**src/core/mcst_params.svh**
```systemverilog
// Timing counts, field positions and reset values of the module control and status block
`ifndef MCST_PARAMS_SVH
`define MCST_PARAMS_SVH

// ****************************************
// Clock rate and unit conversion
// ****************************************
`define MCST_CLK_MHZ        25
`define MCST_CLK_KHZ        25000
`define MCST_US2CYC(t)      ((t) * `MCST_CLK_MHZ)
`define MCST_MS2CYC(t)      ((t) * `MCST_CLK_KHZ)
// Pin synchroniser, settle stage and output flop eat into every budget but the reset-pin count, which keeps its full length
`define MCST_LAT            4

// ****************************************
// Documented response times
// ****************************************
`define MCST_T_INIT_MS      2000
`define MCST_T_LP_US        100
`define MCST_T_INT_ON_MS    200
`define MCST_T_INT_OFF_US   500
`define MCST_T_RSTI_US      2
`define MCST_T_SERIAL_MS    2000
`define MCST_T_DATA_MS      2000
`define MCST_T_LOS_MS       100
`define MCST_T_TXF_MS       200
`define MCST_T_FLAG_MS      200
`define MCST_T_MASK_ON_MS   100
`define MCST_T_MASK_OFF_MS  100
`define MCST_T_PDN_ON_MS    100
`define MCST_T_PDN_OFF_MS   300
`define MCST_T_RXSQ_US      80
`define MCST_T_TXSQ_MS      400
`define MCST_T_TXDIS_ON_MS  100
`define MCST_T_TXDIS_OFF_MS 400
`define MCST_T_RXDIS_ON_MS  100
`define MCST_T_RXDIS_OFF_MS 100
`define MCST_T_SQDIS_ON_MS  100
`define MCST_T_SQDIS_OFF_MS 100

// ****************************************
// Cycle counts
// ****************************************
`define MCST_INIT_CYC       (`MCST_MS2CYC(`MCST_T_INIT_MS) - `MCST_LAT)
`define MCST_RSTI_CYC       `MCST_US2CYC(`MCST_T_RSTI_US)
`define MCST_MASK_ON_CYC    (`MCST_MS2CYC(`MCST_T_MASK_ON_MS) - `MCST_LAT)
`define MCST_MASK_OFF_CYC   (`MCST_MS2CYC(`MCST_T_MASK_OFF_MS) - `MCST_LAT)
`define MCST_PDN_ON_CYC     (`MCST_MS2CYC(`MCST_T_PDN_ON_MS) - `MCST_LAT)
`define MCST_PDN_OFF_CYC    (`MCST_MS2CYC(`MCST_T_PDN_OFF_MS) - `MCST_LAT)
`define MCST_RXSQ_CYC       (`MCST_US2CYC(`MCST_T_RXSQ_US) - `MCST_LAT)
`define MCST_TXSQ_CYC       (`MCST_MS2CYC(`MCST_T_TXSQ_MS) - `MCST_LAT)
`define MCST_TXDIS_ON_CYC   (`MCST_MS2CYC(`MCST_T_TXDIS_ON_MS) - `MCST_LAT)
`define MCST_TXDIS_OFF_CYC  (`MCST_MS2CYC(`MCST_T_TXDIS_OFF_MS) - `MCST_LAT)
`define MCST_RXDIS_ON_CYC   (`MCST_MS2CYC(`MCST_T_RXDIS_ON_MS) - `MCST_LAT)
`define MCST_RXDIS_OFF_CYC  (`MCST_MS2CYC(`MCST_T_RXDIS_OFF_MS) - `MCST_LAT)
`define MCST_SQDIS_ON_CYC   (`MCST_MS2CYC(`MCST_T_SQDIS_ON_MS) - `MCST_LAT)
`define MCST_SQDIS_OFF_CYC  (`MCST_MS2CYC(`MCST_T_SQDIS_OFF_MS) - `MCST_LAT)

// ****************************************
// Flag vector layout and reset values
// ****************************************
`define MCST_LANES          4
`define MCST_F_RXLOS        0
`define MCST_F_TXF          4
`define MCST_F_DREADY       8
`define MCST_F_AUX          9
`define MCST_DNR_RST        1'h1
`define MCST_INTERRUPT_OUT_LOW_RST       1'h1
`define MCST_PRS_VAL        1'h0

`endif

```
**src/core/mcst_pkg.sv**
```systemverilog
// Types shared by the module control and status block
package mcst_pkg;
    typedef enum logic [1:0] {
        st_reset,
        st_init,
        st_lowpwr,
        st_run
    } mcst_state_t;
endpackage

```
**src/core/mcst_settle.sv**
```systemverilog
// Per-bit settle stage: output takes a new input level after a level-dependent count
`timescale 1ns/10ps
module mcst_settle #(
    parameter int unsigned W       = 1,
    parameter int unsigned ON_CYC  = 1,
    parameter int unsigned OFF_CYC = 1
) (
    input  wire logic         clk,       // System clock
    input  wire logic         rst_n,     // Asynchronous reset, active low
    input  wire logic [W-1:0] level_in,  // Requested level
    output logic      [W-1:0] level_out  // Settled level
);
    localparam int unsigned MAXC = (ON_CYC > OFF_CYC) ? ON_CYC : OFF_CYC;
    localparam int unsigned CW   = $clog2(MAXC + 1);

    function automatic logic [CW-1:0] last_of(input int unsigned lim);
        last_of = (lim > 1) ? CW'(lim - 1) : '0;
    endfunction

    for (genvar i = 0; i < W; i++) begin : g_bit
        logic [CW-1:0] cnt;
        logic [CW-1:0] last;

        assign last = level_in[i] ? last_of(ON_CYC) : last_of(OFF_CYC);

        // A level that flips back before the count ends restarts the wait
        always_ff @(posedge clk or negedge rst_n) begin
            if (!rst_n) begin
                cnt          <= '0;
                level_out[i] <= 1'h0;
            end else if (level_in[i] == level_out[i]) begin
                cnt <= '0;
            end else if (cnt >= last) begin
                cnt          <= '0;
                level_out[i] <= level_in[i];
            end else begin
                cnt <= cnt + CW'(1);
            end
        end

        AST_SETTLE_BOUND: assert property (@(posedge clk) disable iff (!rst_n)
            cnt <= last_of(MAXC))
            else $error("settle counter ran past its limit");
    end
endmodule

```
**src/core/mcst_top.sv**
```systemverilog
// Control and status timing of a four-lane pluggable optical module
//
// Contract
// - After power-on, hot plug or reset release, fully functional within 2000 ms.
// - Low-power request brings power level 1 within 100 us.
// - Interrupt output goes low within 200 ms of a triggering condition.
// - Host read clears flags; interrupt output releases within 500 us.
// - Reset pin held low starts internal reset within 2 us.
// - After reset pin rises, fully functional within 2000 ms.
// - Serial bus answers within 2000 ms of power-on.
// - Within 2000 ms of power-on, data-not-ready clears and interrupt asserts.
// - Receive loss of signal sets its bit and interrupt within 100 ms.
// - Transmit fault sets its bit and interrupt within 200 ms.
// - Any other condition sets its flag and interrupt within 200 ms; the code gives transmit input loss (tx_los_in) no flag, only squelch.
// - Setting a mask bit inhibits that flag's interrupt within 100 ms.
// - Clearing a mask bit lets that flag interrupt again within 100 ms.
// - Power-down bit: level 1 within 100 ms, full function 300 ms after clear.
// - Receive squelch on and off within 80 us of signal loss and return.
// - Transmit squelch on and off within 400 ms of signal loss and return.
// - Transmit disable: off within 100 ms, back on within 400 ms.
// - Receive output disable: off within 100 ms, back on within 100 ms.
// - Squelch disable bit turns both squelches off and on within 100 ms.
`timescale 1ns/10ps
`include "mcst_params.svh"
module mcst_top #(
    parameter int unsigned AUX       = 3,
    parameter int unsigned INIT_CYC  = `MCST_INIT_CYC,
    parameter int unsigned MASK_ON   = `MCST_MASK_ON_CYC,
    parameter int unsigned MASK_OFF  = `MCST_MASK_OFF_CYC,
    parameter int unsigned PDN_ON    = `MCST_PDN_ON_CYC,
    parameter int unsigned PDN_OFF   = `MCST_PDN_OFF_CYC,
    parameter int unsigned RXSQ_CYC  = `MCST_RXSQ_CYC,
    parameter int unsigned TXSQ_CYC  = `MCST_TXSQ_CYC,
    parameter int unsigned TXDIS_ON  = `MCST_TXDIS_ON_CYC,
    parameter int unsigned TXDIS_OFF = `MCST_TXDIS_OFF_CYC,
    parameter int unsigned RXDIS_ON  = `MCST_RXDIS_ON_CYC,
    parameter int unsigned RXDIS_OFF = `MCST_RXDIS_OFF_CYC,
    parameter int unsigned SQDIS_ON  = `MCST_SQDIS_ON_CYC,
    parameter int unsigned SQDIS_OFF = `MCST_SQDIS_OFF_CYC,
    parameter int unsigned NF        = `MCST_F_AUX + AUX
) (
    input  wire logic                   clk,                // 25 MHz system clock
    input  wire logic                   rst_n,              // Power-on / hot-plug reset
    input  wire logic                   module_reset_low,   // Reset pin, asynchronous
    input  wire logic                   low_power_request,  // Low-power pin, asynchronous
    input  wire logic [`MCST_LANES-1:0] rx_los_in,          // Receive loss of signal, asynchronous
    input  wire logic [`MCST_LANES-1:0] tx_fault_in,        // Transmit fault, asynchronous
    input  wire logic [`MCST_LANES-1:0] tx_los_in,          // Transmit input lost, asynchronous
    input  wire logic [AUX-1:0]         aux_cond_in,        // Other flag conditions, asynchronous
    input  wire logic [NF-1:0]          flag_mask,          // Interrupt mask per flag
    input  wire logic                   flag_read,          // Host read of the flags, pulse
    input  wire logic [NF-1:0]          flag_read_sel,      // Flags covered by that read
    input  wire logic                   power_down,         // Power-down control bit
    input  wire logic [`MCST_LANES-1:0] tx_disable,         // Transmit disable per lane
    input  wire logic [`MCST_LANES-1:0] rx_disable,         // Receive output disable per lane
    input  wire logic                   squelch_disable,    // Turns off both squelches
    output logic                        interrupt_out_low,  // Interrupt pin, active low
    output logic                        module_present_low, // Presence pin, active low
    output logic                        internal_reset,     // Internal reset in progress
    output logic                        serial_ready,       // Serial bus may be answered
    output logic                        data_not_ready,     // Monitor data not yet valid
    output logic                        fully_functional,   // Module in full operation
    output logic                        power_level1,       // Module held at power level 1
    output logic [NF-1:0]               flag_state,         // Latched flags
    output logic [`MCST_LANES-1:0]      tx_enable,          // Optical transmit on
    output logic [`MCST_LANES-1:0]      rx_out_enable,      // Receive output on
    output logic [`MCST_LANES-1:0]      rx_squelch,         // Receive output squelched
    output logic [`MCST_LANES-1:0]      tx_squelch          // Transmit output squelched
);
    localparam int unsigned L  = `MCST_LANES;
    localparam int unsigned SW = 2 + 3 * L + AUX;
    localparam int RST_LIM     = `MCST_RSTI_CYC;

    // ****************************************
    // Pin synchronisers
    // ****************************************
    logic [SW-1:0] sync1;
    logic [SW-1:0] sync2;

    // Reset pin bit resets to its idle high level, so releasing power-on reset is not seen as a pin reset
    always_ff @(posedge clk or negedge rst_n) begin
        if (!rst_n) begin
            sync1 <= {{(SW-1){1'h0}}, 1'h1};
            sync2 <= {{(SW-1){1'h0}}, 1'h1};
        end else begin
            sync1 <= {aux_cond_in, tx_los_in, tx_fault_in, rx_los_in, low_power_request, module_reset_low};
            sync2 <= sync1;
        end
    end

    logic           rst_pin_low;
    logic           lp_s;
    logic [L-1:0]   rx_los_s;
    logic [L-1:0]   tx_fault_s;
    logic [L-1:0]   tx_los_s;
    logic [AUX-1:0] aux_s;

    assign rst_pin_low = ~sync2[0];
    assign lp_s        = sync2[1];
    assign rx_los_s    = sync2[2 +: L];
    assign tx_fault_s  = sync2[2 + L +: L];
    assign tx_los_s    = sync2[2 + 2 * L +: L];
    assign aux_s       = sync2[2 + 3 * L +: AUX];

    // ****************************************
    // Settled control bits
    // ****************************************
    logic [NF-1:0] mask_eff;
    logic          pdn_eff;
    logic [L-1:0]  tx_dis_eff;
    logic [L-1:0]  rx_dis_eff;
    logic          sq_dis_eff;
    logic [L-1:0]  rx_sq_eff;
    logic [L-1:0]  tx_sq_eff;

    mcst_settle #(.W(NF), .ON_CYC(MASK_ON), .OFF_CYC(MASK_OFF)) u_mask (
        .clk       (clk),
        .rst_n     (rst_n),
        .level_in  (flag_mask),
        .level_out (mask_eff)
    );
    mcst_settle #(.W(1), .ON_CYC(PDN_ON), .OFF_CYC(PDN_OFF)) u_pdn (
        .clk       (clk),
        .rst_n     (rst_n),
        .level_in  (power_down),
        .level_out (pdn_eff)
    );
    mcst_settle #(.W(L), .ON_CYC(TXDIS_ON), .OFF_CYC(TXDIS_OFF)) u_txdis (
        .clk       (clk),
        .rst_n     (rst_n),
        .level_in  (tx_disable),
        .level_out (tx_dis_eff)
    );
    mcst_settle #(.W(L), .ON_CYC(RXDIS_ON), .OFF_CYC(RXDIS_OFF)) u_rxdis (
        .clk       (clk),
        .rst_n     (rst_n),
        .level_in  (rx_disable),
        .level_out (rx_dis_eff)
    );
    mcst_settle #(.W(1), .ON_CYC(SQDIS_ON), .OFF_CYC(SQDIS_OFF)) u_sqdis (
        .clk       (clk),
        .rst_n     (rst_n),
        .level_in  (squelch_disable),
        .level_out (sq_dis_eff)
    );
    mcst_settle #(.W(L), .ON_CYC(RXSQ_CYC), .OFF_CYC(RXSQ_CYC)) u_rxsq (
        .clk       (clk),
        .rst_n     (rst_n),
        .level_in  (rx_los_s),
        .level_out (rx_sq_eff)
    );
    mcst_settle #(.W(L), .ON_CYC(TXSQ_CYC), .OFF_CYC(TXSQ_CYC)) u_txsq (
        .clk       (clk),
        .rst_n     (rst_n),
        .level_in  (tx_los_s),
        .level_out (tx_sq_eff)
    );

    // ****************************************
    // Initialisation and power state
    // ****************************************
    mcst_pkg::mcst_state_t state;
    logic [31:0]           init_cnt;
    logic                  init_done;
    logic                  lowpwr_want;

    assign init_done   = (state == mcst_pkg::st_init) && (init_cnt == 32'(INIT_CYC - 1));
    assign lowpwr_want = lp_s | pdn_eff;

    // Power-on starts in init; the reset pin restarts init from scratch
    always_ff @(posedge clk or negedge rst_n) begin
        if (!rst_n) begin
            state <= mcst_pkg::st_init;
        end else if (rst_pin_low) begin
            state <= mcst_pkg::st_reset;
        end else begin
            unique case (state)
                mcst_pkg::st_reset: begin
                    state <= mcst_pkg::st_init;
                end
                mcst_pkg::st_init: begin
                    if (init_done) begin
                        state <= lowpwr_want ? mcst_pkg::st_lowpwr : mcst_pkg::st_run;
                    end
                end
                mcst_pkg::st_lowpwr: begin
                    if (!lowpwr_want) begin
                        state <= mcst_pkg::st_run;
                    end
                end
                mcst_pkg::st_run: begin
                    if (lowpwr_want) begin
                        state <= mcst_pkg::st_lowpwr;
                    end
                end
            endcase
        end
    end

    always_ff @(posedge clk or negedge rst_n) begin
        if (!rst_n) begin
            init_cnt <= '0;
        end else if (state == mcst_pkg::st_init && !rst_pin_low && !init_done) begin
            init_cnt <= init_cnt + 32'h1;
        end else begin
            init_cnt <= '0;
        end
    end

    // The serial bus depends on power-on only; a pin reset leaves it answering
    always_ff @(posedge clk or negedge rst_n) begin
        if (!rst_n) begin
            serial_ready   <= 1'h0;
            data_not_ready <= `MCST_DNR_RST;
        end else begin
            if (init_done) begin
                serial_ready <= 1'h1;
            end
            if (rst_pin_low) begin
                data_not_ready <= `MCST_DNR_RST;
            end else if (init_done) begin
                data_not_ready <= 1'h0;
            end
        end
    end

    always_ff @(posedge clk or negedge rst_n) begin
        if (!rst_n) begin
            internal_reset     <= 1'h0;
            fully_functional   <= 1'h0;
            power_level1       <= 1'h1;
            module_present_low <= `MCST_PRS_VAL;
        end else begin
            internal_reset     <= rst_pin_low;
            fully_functional   <= (state == mcst_pkg::st_run) && !rst_pin_low && !lowpwr_want;
            power_level1       <= lowpwr_want || state != mcst_pkg::st_run;
            module_present_low <= `MCST_PRS_VAL;
        end
    end

    // ****************************************
    // Latched flags and interrupt
    // ****************************************
    logic [NF-1:0] cond_s;
    logic [NF-1:0] cond_prev;
    logic [NF-1:0] cond_rise;
    logic [NF-1:0] rd_clr;
    logic [NF-1:0] flag_keep;
    logic          active;

    assign cond_s    = {aux_s, 1'h0, tx_fault_s, rx_los_s};
    assign cond_rise = (cond_s & ~cond_prev) | (NF'(init_done) << `MCST_F_DREADY);
    assign rd_clr    = flag_read ? flag_read_sel : '0;
    assign flag_keep = flag_state & ~rd_clr;
    assign active    = |(flag_state & ~mask_eff);

    always_ff @(posedge clk or negedge rst_n) begin
        if (!rst_n) begin
            cond_prev <= '0;
        end else begin
            cond_prev <= cond_s;
        end
    end

    // A new condition in the cycle of the read wins over the clear
    always_ff @(posedge clk or negedge rst_n) begin
        if (!rst_n) begin
            flag_state <= '0;
        end else if (rst_pin_low) begin
            flag_state <= '0;
        end else begin
            flag_state <= flag_keep | cond_rise;
        end
    end

    always_ff @(posedge clk or negedge rst_n) begin
        if (!rst_n) begin
            interrupt_out_low <= `MCST_INTERRUPT_OUT_LOW_RST;
        end else begin
            interrupt_out_low <= ~active;
        end
    end

    // ****************************************
    // Lane outputs
    // ****************************************
    logic [L-1:0] next_rx_squelch;
    logic [L-1:0] next_tx_squelch;
    logic         running;

    assign next_rx_squelch = sq_dis_eff ? '0 : rx_sq_eff;
    assign next_tx_squelch = sq_dis_eff ? '0 : tx_sq_eff;
    assign running         = (state == mcst_pkg::st_run) && !rst_pin_low;

    always_ff @(posedge clk or negedge rst_n) begin
        if (!rst_n) begin
            rx_squelch    <= '0;
            tx_squelch    <= '0;
            tx_enable     <= '0;
            rx_out_enable <= '0;
        end else begin
            rx_squelch    <= next_rx_squelch;
            tx_squelch    <= next_tx_squelch;
            tx_enable     <= running ? ~(tx_dis_eff | next_tx_squelch) : '0;
            rx_out_enable <= running ? ~(rx_dis_eff | next_rx_squelch) : '0;
        end
    end

    // ****************************************
    // Checks
    // ****************************************
    AST_FLAG_SET: assert property (@(posedge clk) disable iff (!rst_n)
        (|cond_rise && !rst_pin_low) |=> ((flag_state & $past(cond_rise)) == $past(cond_rise)))
        else $error("flag not latched after its condition");

    AST_FLAG_HOLD: assert property (@(posedge clk) disable iff (!rst_n)
        !rst_pin_low |=> ((flag_state & $past(flag_keep)) == $past(flag_keep)))
        else $error("flag dropped without a read");

    AST_READ_CLEAR: assert property (@(posedge clk) disable iff (!rst_n)
        (flag_read && !rst_pin_low) |=> ((flag_state & $past(rd_clr & ~cond_rise)) == '0))
        else $error("read did not clear the flag");

    AST_INT_ON: assert property (@(posedge clk) disable iff (!rst_n)
        active |=> !interrupt_out_low)
        else $error("interrupt not asserted for an unmasked flag");

    AST_INT_OFF: assert property (@(posedge clk) disable iff (!rst_n)
        (!active && flag_read) |=> interrupt_out_low)
        else $error("interrupt held with no unmasked flag");

    AST_MASKED: assert property (@(posedge clk) disable iff (!rst_n)
        ((flag_state & ~mask_eff) == '0 && $stable(flag_state)) |=> interrupt_out_low)
        else $error("masked flag still drives the interrupt");

    AST_RESET_ENTER: assert property (@(posedge clk) disable iff (!rst_n)
        $rose(rst_pin_low) |-> ##[1:RST_LIM] (internal_reset && state == mcst_pkg::st_reset))
        else $error("internal reset late");

    AST_INIT_DONE: assert property (@(posedge clk) disable iff (!rst_n)
        (init_done && !rst_pin_low) |=> (!data_not_ready && serial_ready && flag_state[`MCST_F_DREADY]))
        else $error("init end did not mark data ready");

    AST_LOWPWR: assert property (@(posedge clk) disable iff (!rst_n)
        lp_s |=> (power_level1 && !fully_functional))
        else $error("low-power request ignored");

    AST_TX_OFF: assert property (@(posedge clk) disable iff (!rst_n)
        (tx_dis_eff != '0) |=> ((tx_enable & $past(tx_dis_eff)) == '0))
        else $error("disabled lane still transmits");

    AST_SQ_DIS: assert property (@(posedge clk) disable iff (!rst_n)
        sq_dis_eff |=> (rx_squelch == '0 && tx_squelch == '0))
        else $error("squelch active while disabled");
endmodule

```
**config.mk**
```make
export PLATFORM = sky130hd
export DESIGN_NAME = mcst_top
export DESIGN_NICKNAME = d
export VERILOG_FILES = /design/src/core/mcst_pkg.sv /design/src/core/mcst_settle.sv /design/src/core/mcst_top.sv
export VERILOG_INCLUDE_DIRS = /design/src /design/src/core
export SDC_FILE = /design/constraint.sdc
export NUM_CORES = 2
export LEC_CHECK = 0
export ABC_AREA = 1
export BUFFER_PORTS_ARGS = -buffer_cell sky130_fd_sc_hd__buf_2
export CORE_MARGIN = 4
export CORE_UTILIZATION = 30
export CTS_CLUSTER_SIZE = 10
export DETAILED_ROUTE_END_ITERATION = 7
export SYNTH_ARGS = -nofsm -noshare
export SYNTH_HDL_FRONTEND = slang
export SYNTH_SLANG_ARGS = --single-unit
```
**constraint.sdc**
```tcl
create_clock -name clk -period 4.6 [get_ports clk]
set_input_delay 0.69 -clock clk [delete_from_list [all_inputs] [get_ports clk]]
set_output_delay 0.69 -clock clk [all_outputs]
set_load 0.03 [all_outputs]
```
==> flow_summary.toml <==
[sta]
period_minus_slack_ps = 2290
skew_ps = 24.7
final.period_utilization_pct = 49.7
hold_viol_final = 0
tns_ps = 0
worstMarginPinSlew_ps = 838
setup_viol = 0
fmax_ghz = 0.437
slew_headroom_pct = 44.1
rsz0062_at_grt = "no"
finalMaxSlewViolations = 0

[critical_path]
worst_setup_path_end_kind = "flip-flop"
path_common_cell = "a21oi_1"
worstPathArrival_ps = 2930
crit_family = "simple AND/OR/NAND/NOR gates"
slowest_delay_ps = 500
worst_ep_required_time_ps = 5240
worst-setup-path-type = "flip-flop to flip-flop"
critPathLaunchType = "flip-flop"
slowest_stage = "nand4_1"
worstPathMaxFanout = 13
path_buf_inv = 1
path_cells = "ha_1, a21oi_1, o21ai_0, a21oi_1, nand4_1, buf_4, nor2_1"

[power]
p_int_mw = 11.5
power_density_nw_per_um2 = 301
vdd_ir_drop_max_mv = 0.341
p_leak_nw = 22.3
switching_share_pct = 24.2
p_clk_share_pct = 48.0
power.share.combinational_pct = 5.2
seq_power_share_pct = 46.7
switchingPower_mw = 3.67

[routing]
via_count = 37854
drt-total-wl_um = 103000
vias_per_cell = 4.61
drc_errors = 15
wl_per_cell_um = 12.5
drt_pass1_iterations = 8
ant_nets = 0
dr.first_iter.drc_count = 2175

[yosys]
postSynthCellCount = 6054
yosysMostFrequentCell = "nand2_1"
synth_top_cell_by_area = "dfrtp_1"
ys_types = 50
synth_ff_type = "dfrtp_1"
synth_edf_count = 0
synth-seq-cells = 776
netlist_area_um2 = 44700
synth_area_leaders = "dfrtp_1, nand2_1, nor2_1"
synth_nets = 6203
yosysWarnings = 0
synth_seq_area_share_pct = 43.4
synthTopCellsByCount = "nand2_1, nor2_1, dfrtp_1"
postSynth.asyncResetShare_pct = 100
synth_top_area_share_pct = 43.1
syn_avg_cell_area_um2 = 7.39

[floorplanning]
fp.dieH_um = 394
rows = 141
core_area_um2 = 148000
chipWidth_um = 394
ios = 89
start_util_pct = 30.2
die_area_um2 = 155000

[finish]
syn2layout_area_growth_pct = 12.8
layout-drive-gt1-share_pct = 7.56
fillers = 15597
regArea_um2 = 19400
stdcell_count = 8204
multi_input_comb_area_um2 = 22100
fin_nets = 6348

[outcome]
violations = "design-rule violations"
status = "complete, but fails checks"

[clocking]
clock_latency_ps = 710
ctsLongestPathBuffers = 3
htree_levels = 3
cts_sinks = 776
post-cts-setup-buffers = 0
cts_root_buf = "clkbuf_16"
ctsHoldBuffers = 0
cts_tree = "done"
clkTransAtPathRegs_ps = 60
numCtsBuffers = 95
ctsResizeCount = 0

[global_route]
grt_pass1_wl_um = 177000
grt_start_max_net_pins = 92
antenna_found_initial = 9
grt_use_total_pct = 13.2
overflow = 0
grt_pass1_vias = 36757

[place]
place_congestion = 0.897
dp.cells = 8032
io_buffers = 87
hpwlAfterDp_um = 75700

[min_path]
hp-class = "primary input to asynchronous set/reset pin"

[run]
max-cap-violations = 0
==> per-stage QoR <==
stage / cell area (um2) / hold slack, ps / total power [mW] / utilization [%] / worst slack, ps
3_3_place_gp: 47400 / 332 / 8.03 / 32.1 / 1700
6_report: 50400 / 23.3 / 15.2 / 34.1 / 2310
2_1_floorplan: 44700 / 331 / 7.69 / - / 2510
5_1_grt: 50400 / 28.2 / 15.9 / 34.1 / 2060
3_5_place_dp: 47400 / 335 / 8.05 / 32.1 / 1580
4_1_cts: 50400 / 9.99 / 15.5 / 34.1 / 2250
==> path summary, 6_finish.rpt <==
| check | startpoint | end | slack [ps] | cells past startpoint |
|---|---|---|---|---|
| max reg2reg | u_txdis.g_bit[1].cnt[17]$_DFF_PN0_ | u_txdis.g_bit[1].cnt[4]$_DFF_PN0_ | 2310 | 7 |
| max | u_txdis.g_bit[1].cnt[17]$_DFF_PN0_ | u_txdis.g_bit[1].cnt[4]$_DFF_PN0_ | 2310 | 7 |
| min reg2reg | sync1[11]$_DFF_PN0_ | sync2[11]$_DFF_PN0_ | 340 | 0 |
| min in group clk | rx_los_in[0] | sync1[2]$_DFF_PN0_ | 80 | 1 |
| min | rst_n | u_mask.g_bit[11].cnt[20]$_DFF_PN0_ | 20 | 1 |
| max in group asynchronous | rst_n | u_txdis.g_bit[2].cnt[21]$_DFF_PN0_ | 3470 | 2 |
==> state kept, by name, indices dropped and copies added, names as in the netlist, 22 cells and up <==
signal / cells
init_cnt: 32
u_mask.g_bit.cnt: 264
u_pdn.g_bit.cnt: 23
u_rxdis.g_bit.cnt: 88
u_rxsq.g_bit.cnt: 44
u_sqdis.g_bit.cnt: 22
u_txdis.g_bit.cnt: 96
u_txsq.g_bit.cnt: 96
==> placed cells by master (no fill, tap or decap), types with 5 or more instances in the layout <==
cell / count
nor2_2: 93
nand3_1: 400
and2_1: 6
nor3b_1: 8
buf_2: 86
nor4_1: 6
o21ai_1: 16
nand4_1: 152
clkbuf_8: 9
o22ai_1: 6
clkbuf_1: 45
xnor2_1: 61
nand3b_1: 8
nand2_4: 16
nor3_2: 17
xor2_1: 249
nand2_2: 29
dfstp_2: 6
nor2_4: 35
bufinv_16: 6
nand2_1: 1524
a21o_1: 7
nor3_1: 300
ha_1: 95
a31oi_1: 9
nor2_1: 1123
buf_4: 10
inv_2: 24
dfrtp_1: 770
o21bai_1: 12
buf_12: 8
inv_1: 712
o21a_1: 9
a21oi_1: 70
or2_1: 14
clkbuf_16: 95
nand3_2: 16
clkinv_2: 5
o21ai_0: 185
==> layer usage <==
metal | routed length [um] | track usage [%] | up-vias
met1 | 49500 | 17.9 | 17589
met2 | 46200 | 21.5 | 632
met3 | 4730 | 2.55 | 162
met5 | 0 | 0 | -
li1 | - | - | 19471
met4 | 2310 | 3.69 | 0
==> layout make-up <==
type | instances | area share [%]
clock buffers | 149 | 5.30
clock inverters | 19 | 0.690
repair buffers | 105 | 1.35
flip-flops and latches | 776 | 38.5
inverters | 736 | 5.48
diodes | 4 | 0.0199
multi-input cells | 4485 | 43.8
well taps | 1930 | 4.79
==> cell families after synthesis <==
logic type               Yosys count  share of synthesized area [%]
flip-flops                       776                           43.4
adder cells (fa/ha/maj)           95                           2.66
buffers and inverters            793                           7.12
AND/OR/NAND/NOR                 3755                           36.8
other                              1                        0.00839
XOR/XNOR                         311                           6.11
AO/OA/AOI/OAI                    323                           3.90
==> power by group through the flow <==
stage	logic, mW	registers (mW)	clock network (mW)
final	0.796	7.10	7.30
after global routing	0.929	7.12	7.88
after CTS	0.826	7.11	7.60
after detailed placement	0.823	7.22	0
after global placement	0.805	7.22	0
after floorplan	0.476	7.21	0
Power figures use the tool's default switching activity.
